File: config.mk
export PLATFORM = sky130hd
export DESIGN_NAME = iswc_enable_ctrl
export DESIGN_NICKNAME = d
export VERILOG_FILES = /design/src/iswc_pkg.sv /design/src/iswc_enable_ctrl.sv /design/src/iswc_burst_gen.sv
export SDC_FILE = /design/constraint.sdc
export NUM_CORES = 1
export LEC_CHECK = 0
export ABC_AREA = 1
export BUFFER_PORTS_ARGS = -buffer_cell sky130_fd_sc_hd__buf_2
export CORE_MARGIN = 2
export CORE_UTILIZATION = 60
export CTS_CLUSTER_SIZE = 8
export DETAILED_ROUTE_END_ITERATION = 16
export GPL_ROUTABILITY_DRIVEN = 0
export PLACE_DENSITY_LB_ADDON = 0.25
export SLEW_MARGIN = 15
export SYNTH_ARGS = -nofsm -noshare
export SYNTH_HDL_FRONTEND = slang
export SYNTH_SLANG_ARGS = --single-unit
File: constraint.sdc
create_clock -name clk_sys -period 1.6 [get_ports clk_sys]
set_input_delay 0.08 -clock clk_sys [delete_from_list [all_inputs] [get_ports clk_sys]]
set_output_delay 0.08 -clock clk_sys [all_outputs]
set_load 0.02 [all_outputs]
File: src/iswc_pkg.sv
// shared constants for the isolated switch enable control block
package iswc_pkg;

    // system clock
    localparam int CLK_PERIOD_NS = 25;

    // one-shot gate pulse, nominal high time
    localparam int ONESHOT_TIME_NS = 2500;
    localparam int ONESHOT_CYCLES_RAW = ONESHOT_TIME_NS / CLK_PERIOD_NS;
    localparam int ONESHOT_CYCLES = (ONESHOT_CYCLES_RAW < 1) ? 1 : ONESHOT_CYCLES_RAW;

    // primary supply loss timeout, nominal
    localparam int TIMEOUT_TIME_US = 300;
    localparam int TIMEOUT_CYCLES_RAW = (TIMEOUT_TIME_US * 1000) / CLK_PERIOD_NS;
    localparam int TIMEOUT_CYCLES = (TIMEOUT_CYCLES_RAW < 1) ? 1 : TIMEOUT_CYCLES_RAW;

    // burst converter: fixed period of slots, on-time is two slots per level
    localparam int BURST_SLOTS = 15;
    localparam int BURST_SLOT_CYCLES = 40;

    // power level setting: 1..7, an out-of-range code falls back to the lowest
    localparam int LEVEL_W = 3;
    localparam logic [2:0] LEVEL_FLOOR = 3'h1;
    localparam logic [2:0] LEVEL_INVALID = 3'h0;

endpackage

File: src/iswc_enable_ctrl.sv
// enable transfer, gate drive modes, supply timeout and keep-off control
// Operation
// - three-wire supply loss: gate low after ~300 us
// - drive rate set by power level
// - enable carried modulated, receiver drives gate
// - secondary rail loss: clamp gate low
// - two-wire: enable powers, gate waits power-good
// - two-wire: enable low stops gate, transfer
// - three-wire: transfer whenever primary supply present
// - three-wire, one-shot off: gate follows enable level
// - follow mode: gate tracks enable continuously
// - one-shot, three-wire only: rising edge pulses
// - one-shot pulse high for 2.5 us
// - power level sampled at power-up, held
`timescale 1ns/100ps
module iswc_enable_ctrl #(
    parameter int TIMEOUT_CYCLES = iswc_pkg::TIMEOUT_CYCLES,
    parameter int SLOT_CYCLES = iswc_pkg::BURST_SLOT_CYCLES
) (
    // clock and reset
    input wire logic clk_sys,
    input wire logic reset,
    // configuration straps
    input wire logic three_wire_mode,
    input wire logic one_shot_mode,
    input wire logic [2:0] power_level_select,
    // primary side
    input wire logic enable_in,
    input wire logic primary_supply,
    // secondary side status
    input wire logic secondary_high_rail,
    input wire logic secondary_mid_rail,
    input wire logic secondary_power_good,
    // outputs
    output logic gate_drive_out,
    output logic keep_off_clamp,
    output logic xfer_drive,
    output logic carrier_tx
);
    localparam int TW = $clog2(TIMEOUT_CYCLES + 1);
    localparam int SW = $clog2(iswc_pkg::ONESHOT_CYCLES + 1);

    typedef struct packed {
        logic cfg_loaded;
        logic three_wire;
        logic one_shot;
        logic powered_q;
        logic [2:0] level;
        logic phase;
        logic phase_d;
        logic tx_mod;
        logic rx_state;
        logic rx_prev;
        logic pending;
        logic [SW-1:0] shot_cnt;
        logic [SW-1:0] hi_run;
        logic [TW-1:0] timeout_cnt;
        logic timed_out;
        logic gate;
        logic xfer;
        logic clamp;
    } iswc_state_t;

    iswc_state_t r;
    iswc_state_t next_r;

    logic burst_on;
    logic powered;
    logic oneshot;
    logic rails_ok;
    logic gate_allow;

    // burst window runs only while the primary side is powered
    iswc_burst_gen #(
        .SLOT_CYCLES(SLOT_CYCLES)
    ) iswc_burst_gen_i (
        .clk_sys(clk_sys),
        .reset(reset),
        .run(r.powered_q),
        .level(r.level),
        .burst_on(burst_on)
    );

    // primary power source depends on wiring mode
    assign powered = r.cfg_loaded && (r.three_wire ? primary_supply : enable_in);
    assign oneshot = r.three_wire && r.one_shot;
    assign rails_ok = secondary_high_rail && secondary_mid_rail;
    assign gate_allow = secondary_power_good && rails_ok && !r.timed_out;

    // next state of the whole block
    always_comb begin
        next_r = r;
        // straps caught once after reset, then frozen
        if (!r.cfg_loaded) begin
            next_r.cfg_loaded = 1'b1;
            next_r.three_wire = three_wire_mode;
            next_r.one_shot = one_shot_mode;
        end
        next_r.powered_q = powered;
        // level taken only on the power-up edge, held until power cycles
        if (powered && !r.powered_q) begin
            next_r.level = (power_level_select == iswc_pkg::LEVEL_INVALID) ?
                iswc_pkg::LEVEL_FLOOR : power_level_select;
        end
        // transformer drive: burst duty from level, gated by power source
        next_r.xfer = powered && r.powered_q && burst_on;
        // carrier phase flips every cycle while powered; enable rides on it
        next_r.phase = powered ? ~r.phase : 1'b0;
        next_r.phase_d = r.phase;
        next_r.tx_mod = powered && (r.phase ^ enable_in);
        // receiver demodulates against its delayed phase copy
        if (r.powered_q) begin
            next_r.rx_state = r.tx_mod ^ r.phase_d;
        end else if (!r.three_wire) begin
            next_r.rx_state = 1'b0;
        end
        next_r.rx_prev = r.rx_state;
        // three-wire supply loss: receiver holds, timeout pulls gate down
        if (!r.three_wire || primary_supply) begin
            next_r.timeout_cnt = '0;
            next_r.timed_out = 1'b0;
        end else if (!r.timed_out) begin
            if (r.timeout_cnt == TW'(TIMEOUT_CYCLES - 1)) begin
                next_r.timed_out = 1'b1;
            end else begin
                next_r.timeout_cnt = r.timeout_cnt + 1'b1;
            end
        end
        // gate drive, follow or one-shot
        if (!gate_allow) begin
            next_r.gate = 1'b0;
            next_r.shot_cnt = '0;
        end else if (!oneshot) begin
            next_r.gate = r.rx_state;
        end else if (r.gate) begin
            if (r.shot_cnt == '0) begin
                next_r.gate = 1'b0;
            end else begin
                next_r.shot_cnt = r.shot_cnt - 1'b1;
            end
        end else if (r.pending) begin
            next_r.gate = 1'b1;
            next_r.shot_cnt = SW'(iswc_pkg::ONESHOT_CYCLES - 1);
            next_r.pending = 1'b0;
        end
        // a fresh rising edge wins over the clear above, so none is lost
        if (oneshot && r.rx_state && !r.rx_prev) begin
            next_r.pending = 1'b1;
        end
        // run length of high gate, saturating
        if (!r.gate) begin
            next_r.hi_run = '0;
        end else if (r.hi_run != '1) begin
            next_r.hi_run = r.hi_run + 1'b1;
        end
        next_r.clamp = !rails_ok;
    end

    // state register
    always_ff @(posedge clk_sys or posedge reset) begin
        if (reset) begin
            r <= '0;
        end else begin
            r <= next_r;
        end
    end

    // outputs straight from state flops
    assign gate_drive_out = r.gate;
    assign keep_off_clamp = r.clamp;
    assign xfer_drive = r.xfer;
    assign carrier_tx = r.tx_mod;
endmodule // iswc_enable_ctrl

File: src/iswc_burst_gen.sv
// burst gate for the barrier transformer drive, duty set by power level
`timescale 1ns/100ps
module iswc_burst_gen #(
    parameter int SLOT_CYCLES = iswc_pkg::BURST_SLOT_CYCLES
) (
    // clock and reset
    input wire logic clk_sys,
    input wire logic reset,
    // control
    input wire logic run,
    input wire logic [2:0] level,
    // burst window
    output logic burst_on
);
    localparam int CW = (SLOT_CYCLES > 1) ? $clog2(SLOT_CYCLES) : 1;

    typedef struct packed {
        logic [CW-1:0] cyc;
        logic [3:0] slot;
        logic on;
    } iswc_burst_state_t;

    iswc_burst_state_t r;
    iswc_burst_state_t next_r;

    // slot counter; on-time is level*2 of the fixed slot period
    always_comb begin
        next_r = r;
        if (!run) begin
            next_r = '0;
        end else begin
            next_r.on = (r.slot < {level, 1'b0});
            if (r.cyc == CW'(SLOT_CYCLES - 1)) begin
                next_r.cyc = '0;
                next_r.slot = (r.slot == 4'(iswc_pkg::BURST_SLOTS - 1)) ? 4'h0 : r.slot + 4'h1;
            end else begin
                next_r.cyc = r.cyc + 1'b1;
            end
        end
    end

    // state register
    always_ff @(posedge clk_sys or posedge reset) begin
        if (reset) begin
            r <= '0;
        end else begin
            r <= next_r;
        end
    end

    assign burst_on = r.on;

endmodule // iswc_burst_gen

Word-level counts from Yosys, hierarchy flattened
Index checks and enable logic that the tools add are counted.
{"block": "totals", "reg_bits": 49, "elab_cells": 89, "out_inout_bits": 4}
{"block": "op_classes", "add_sub_neg": 4, "reduce_logical": 24, "order_cmp": 1, "n_mux": 26, "bitwise_logic": 3, "eq_ne": 11}
{"cell": "$mux 15", "count": 2}
{"cell": "$mux 7", "count": 4}
{"cell": "$add 14x1->14 const B", "count": 1}
{"cell": "$eq 14x14->1 const B", "count": 1}
{"cell": "$mux 14", "count": 1}
{"cell": "$mux 1", "count": 13}
{"cell": "$logic_and 1x1->1", "count": 11}
{"cell": "$mux 11", "count": 1}
{"cell": "$mux 4", "count": 2}
{"cell": "$mux 8", "count": 1}
{"cell": "$logic_not 7->1", "count": 1}
{"cell": "$sub 7x1->7 const B", "count": 1}
{"cell": "$add 6x1->6 const B", "count": 1}
{"cell": "$eq 6x6->1 const B", "count": 1}
{"cell": "$mux 6", "count": 1}
{"cell": "$ne 2x1->1 const B", "count": 3}
{"cell": "$ne 2x2->1 const B", "count": 3}
{"cell": "$ne 3x3->1 const B", "count": 2}
{"cell": "$reduce_and 3->1", "count": 2}
{"cell": "$logic_not 1->1", "count": 5}
{"cell": "$add 4x1->4 const B", "count": 1}
{"cell": "$eq 4x4->1 const B", "count": 1}
{"cell": "$lt 4x4->1", "count": 1}
{"cell": "$reduce_bool 2->1", "count": 2}
{"cell": "other kinds (6)", "count": 7}

Depth between registers and ports, before layout
{"block": "depth", "word_depth": 6, "mapped_depth": 10, "ltp_nobuf": 10}

Modules after synthesis
From an unflattened synthesis, not the netlist that was laid out.
{"block": "unflattened", "hier_cells": 363, "hier_area_um2": 2745.1}
{"module": "iswc_enable_ctrl", "instances": 1, "cells_per_inst": 275, "seq_area_each_um2": 950.9, "area_per_inst_um2": 2084.5}
{"module": "iswc_burst_gen", "instances": 1, "cells_per_inst": 88, "seq_area_each_um2": 275.3, "area_per_inst_um2": 660.6}

Least setup slack after synthesis
No wires, ideal clock.
{"block": "synth_path", "path_kind": "register -> register", "start": "register r[25] in the netlist's numbering", "end": "register r[30] in the netlist's numbering", "arrival_ps": 1312, "stages_incl_launch_ff": 10, "required_time_ps": 1477, "setup_slack_ps": 165, "cell_sequence": "dfrtp_1 > inv_1 > ha_1 > nand2_1 > nor2_1 > nand2_1 > o21bai_1 > nor2_1 > o21ai_0 > nand2_1"}
{"block": "synth_via", "elab_chain_len": 5, "word_cells_on_any_way": 8}
{"item": "start: declaration", "line_no": "iswc_enable_ctrl.sv:64", "source": "iswc_state_t r;"}
{"item": "start signal: assignment", "line_no": "iswc_enable_ctrl.sv:164", "source": "r <= next_r;"}
{"item": "$sub 7x1->7", "line_no": "iswc_enable_ctrl.sv:139", "source": "next_r.shot_cnt = r.shot_cnt - 1'b1;"}
{"item": "$mux 7", "line_no": "iswc_enable_ctrl.sv:136", "source": "if (r.shot_cnt == '0) begin"}
{"item": "$mux 7", "line_no": "iswc_enable_ctrl.sv:135", "source": "end else if (r.gate) begin"}
{"item": "$mux 8", "line_no": "iswc_enable_ctrl.sv:133", "source": "end else if (!oneshot) begin"}
{"item": "$mux 7", "line_no": "iswc_enable_ctrl.sv:130", "source": "if (!gate_allow) begin"}
Parallel ways exist; a longest one is shown, timed or not. The select of a mux whose other input is x is not followed.
A chain may end at the register's enable or synchronous reset.

Worst setup path after layout
{"block": "layout_path", "start": "register r[26] in the netlist's numbering", "end": "register r[25] in the netlist's numbering"}
{"block": "layout_via", "elab_chain_len": 3}
{"item": "$logic_not 7->1", "line_no": "iswc_enable_ctrl.sv:136"}
{"item": "$ne 3x3->1 (no source line)"}
{"item": "$reduce_and 3->1 (no source line)"}
Every way passes these cells.

==> key figures <==
GRT
  – GRT Total Usage: 21.5%
  – Vias in the first global route: 1891
  – Initial antenna violation count: 0
  – First-pass GRT wire length: 8.40 mm
  – Overflow after GRT: 0
  – Largest net degree at the start of global routing: 50

Yosys
  – Mean Syn Cell Area: about 8 um^2
  – Syn Inst Count: about 330
  – Syn nets: about 350
  – Cell Area, Synth: between 2000 and 3000 um^2
  – Yosys warns: 0
  – FF+latch count, synth: 49
  – Seq/Total Area, Yosys: a little under half
  – Distinct cells, synth: 32

Power
  – PD cells: between 800 and 900 nW/um^2
  – Flop pwr share: a little over half
  – Share of power burned in combinational logic: under 10%
  – Max VDD drop: between 0.7 and 0.8 mV
  – Part of the power in the clock network: 36.2%
  – Static leakage: between 0.0015 and 0.002 uW
  – Switch share: between 20% and 30%
  – Net switching power: 576 uW
  – Internal power: around 1900 uW

Clocking
  – Total CTS buffers: 5
  – Clock transition at path regs: about 0.090 ns
  – CTS H-tree lvls: 2
  – Clock Sinks: 49
  – Clock root cell: clkbuf_8
  – TritonCTS clock tree: built
  – CTS Buffer Depth: 2
  – Worst skew pair latency: around 0.3 ns

Drt
  – Via count: roughly 2100
  – Total routed wirelength: 4.87 mm
  – Drt via density: approximately 5.2
  – WL per Instance: about 12 um
  – First drt pass iteration count: 4
  – Initial drt markers: between 150 and 200
  – DRC: 0
  – Post-route antenna net violation count: 0

Die
  – Initial Util: 63.3%
  – Die Footprint: around 4800 um^2
  – Die span in y: about 69 um
  – # IOs: 16
  – Core Area: just over 4000 um^2
  – Placement row count: 23
  – Die width: between 60 and 70 um

Setup path
  – Reg2reg start: r[26]
  – CP delay by family, top: simple AND/OR/NAND/NOR gates
  – Critical path class: reg -> reg
  – Worst-path maximum fanout: 7
  – CP arrival: approximately 1.8 ns
  – CP Data Required Time: between 1.5 and 2 ns
  – CP Buf/Inv Count: 1
  – Critical path launch point type: flip-flop
  – Crit path capture type: flip-flop
  – Cell-by-cell listing of the critical path: inv_1, ha_4, nand2_2, nor2_4, nand2_4, nor2_4, nor2_2, nor2_4, nand2_1, nand2_1
  – Most common cell type on the critical path: nor2_4
  – Critical Path Start: r[26]
  – Critical path's slowest cell: dfrtp_1
  – Slowest stage delay, CP: ~0.4 ns

STA
  – Fmax achieved: 654 MHz
  – Hold WS: 0.0278 ns
  – Final Hold Viols: 0
  – Final min period: roughly 1.5 ns
  – Final setup vio count: 0
  – Period utilization: a little over nine tenths
  – Final Skew: 0.00861 ns
  – Max Slew Vio Count: 0

Run status
  – Status: complete, no violations

Layout
  – Total Nets Final: around 380
  – Antenna Cells: 0
  – Ratio of cells with drive above 1 in the final layout: between 15 and 20%
  – Layout area overhead: 16.2%
  – Post-layout util: ~74%

Hold path
  – HP Class: in -> reg
  – HP Start: power_level_select[2]

Placement
  – DPL Wire Length: roughly 3.5 mm
  – I/O Buffers: 15

Job
  – Max-Cap Viols: 0
## synthesized netlist by cell type (all sizes together)
master | number | area share [%]
a21oi | 3 | 0.58
and3 | 1 | 0.24
buf | 3 | 1.1
clkbuf | 1 | 0.15
clkinv | 1 | 0.15
conb | 1 | 0.15
dfrtp | 49 | 48
ha | 8 | 3.9
inv | 42 | 6.1
nand2 | 93 | 14
nand3 | 25 | 5.1
nand3b | 1 | 0.29
nand4 | 13 | 3.2
nor2 | 39 | 6.5
nor3 | 5 | 1.2
nor3b | 1 | 0.29
o2111ai | 1 | 0.34
o211ai | 1 | 0.29
o21ai | 27 | 5.3
o21bai | 1 | 0.29
o31ai | 1 | 0.29
or2 | 1 | 0.24
xnor2 | 3 | 1.0
xor2 | 5 | 1.7
## power by group through the flow
stage          sequential (uW)  clock (uW)  combinational, uW
3_3_place_gp              1360           0                218
3_5_place_dp              1370           0                222
5_1_grt                   1350         974                282
4_1_cts                   1340         924                234
6_report                  1340         898                245
2_1_floorplan             1360           0                157
## routing by layer
metal	vias to the layer above	GRT usage, %	routed length [um]
li1	1110	-	-
met1	973	30.6	2290
met2	59	32.6	2260
met3	2	4.07	285
met4	0	8.93	26
met5	-	0	0
## worst reg2reg max path, delay by kind of cell, from the launching register on
kind	cells	cell delay (ns)
fa+ha+maj	1	0.15
simple gates	8	0.82
buf+inv	1	0.10
flops	1	0.40
## stage by stage
| step | power (uW) | TNS, ns | cell area, um^2 | instances | setup slack (ns) |
|---|---|---|---|---|---|
| 3_3_place_gp | 1580 | 0 | 2740 | 394 | 0.0994 |
| 6_report | 2490 | 0 | 2990 | 409 | 0.0711 |
| 2_1_floorplan | 1520 | 0 | 2570 | 326 | 0.165 |
| 4_1_cts | 2500 | 0 | 2920 | 408 | 0.0189 |
| 3_5_place_dp | 1590 | 0 | 2740 | 394 | 0.0334 |
| 5_1_grt | 2610 | -0.395 | 2990 | 409 | -0.0651 |
## cell usage in the layout, fill, tap and decap left out, drive strengths merged, types with 3 or more instances in the layout
cell | Yosys | final
nor2 | 39 | 39
o21ai | 27 | 27
inv | 42 | 42
nand4 | 13 | 13
dlygate4sd3 | 0 | 6
clkbuf | 1 | 7
xnor2 | 3 | 3
a21oi | 3 | 3
ha | 8 | 8
buf | 3 | 23
nand3 | 25 | 25
nand2 | 93 | 93
nor3 | 5 | 5
xor2 | 5 | 5
dfrtp | 49 | 49
## state kept, by name (all words and copies together), names as in the netlist
name / flops
r: 32
iswc_burst_gen_i.r: 10
next_r: 2
carrier_tx: 1
gate_drive_out: 1
iswc_burst_gen_i.burst_on: 1
keep_off_clamp: 1
xfer_drive: 1
## kinds of logic after synthesis
family                     after synthesis  synth area share, %
other                                    1                0.146
xor gates and xnor gates                 8                 2.73
DFF                                     49                 47.7
buffers and inverters                   47                 7.50
adders and majority gates                8                 3.90
AOI/OAI and AO/OA                       34                 7.06
and+or+nand+nor                        179                 30.9
## path summary, 6_finish.rpt
kind | endpoint | slack, ns | depth (start not counted)
max in group asynchronous | carrier_tx | 1.02 | 4
worst max register to register | r[25] | 0.07 | 10
min in group asynchronous | keep_off_clamp | 0.36 | 4
worst min register to register | r[36] | 0.43 | 0
worst max-delay path | r[25] | 0.07 | 10
worst min-delay path | r[40] | 0.03 | 3
## what timing repair did
item | CTS | global route
hold buffers | 6 | 0
hold endpoints to repair | 53 | 0
gates resized for setup | 0 | 17
setup buffers | 0 | 1
setup endpoints to repair | 0 | 9
## final cells by class
cell class,instances,area [um^2]
fill,302,1070
timing repair buffer,29,208
clock inverter,1,30.0
clock buffer,7,86.3
sequential,49,1230
tap,50,62.6
multi-input combinational,230,1210
inverter,43,161
(Power assumes the default switching activity.)
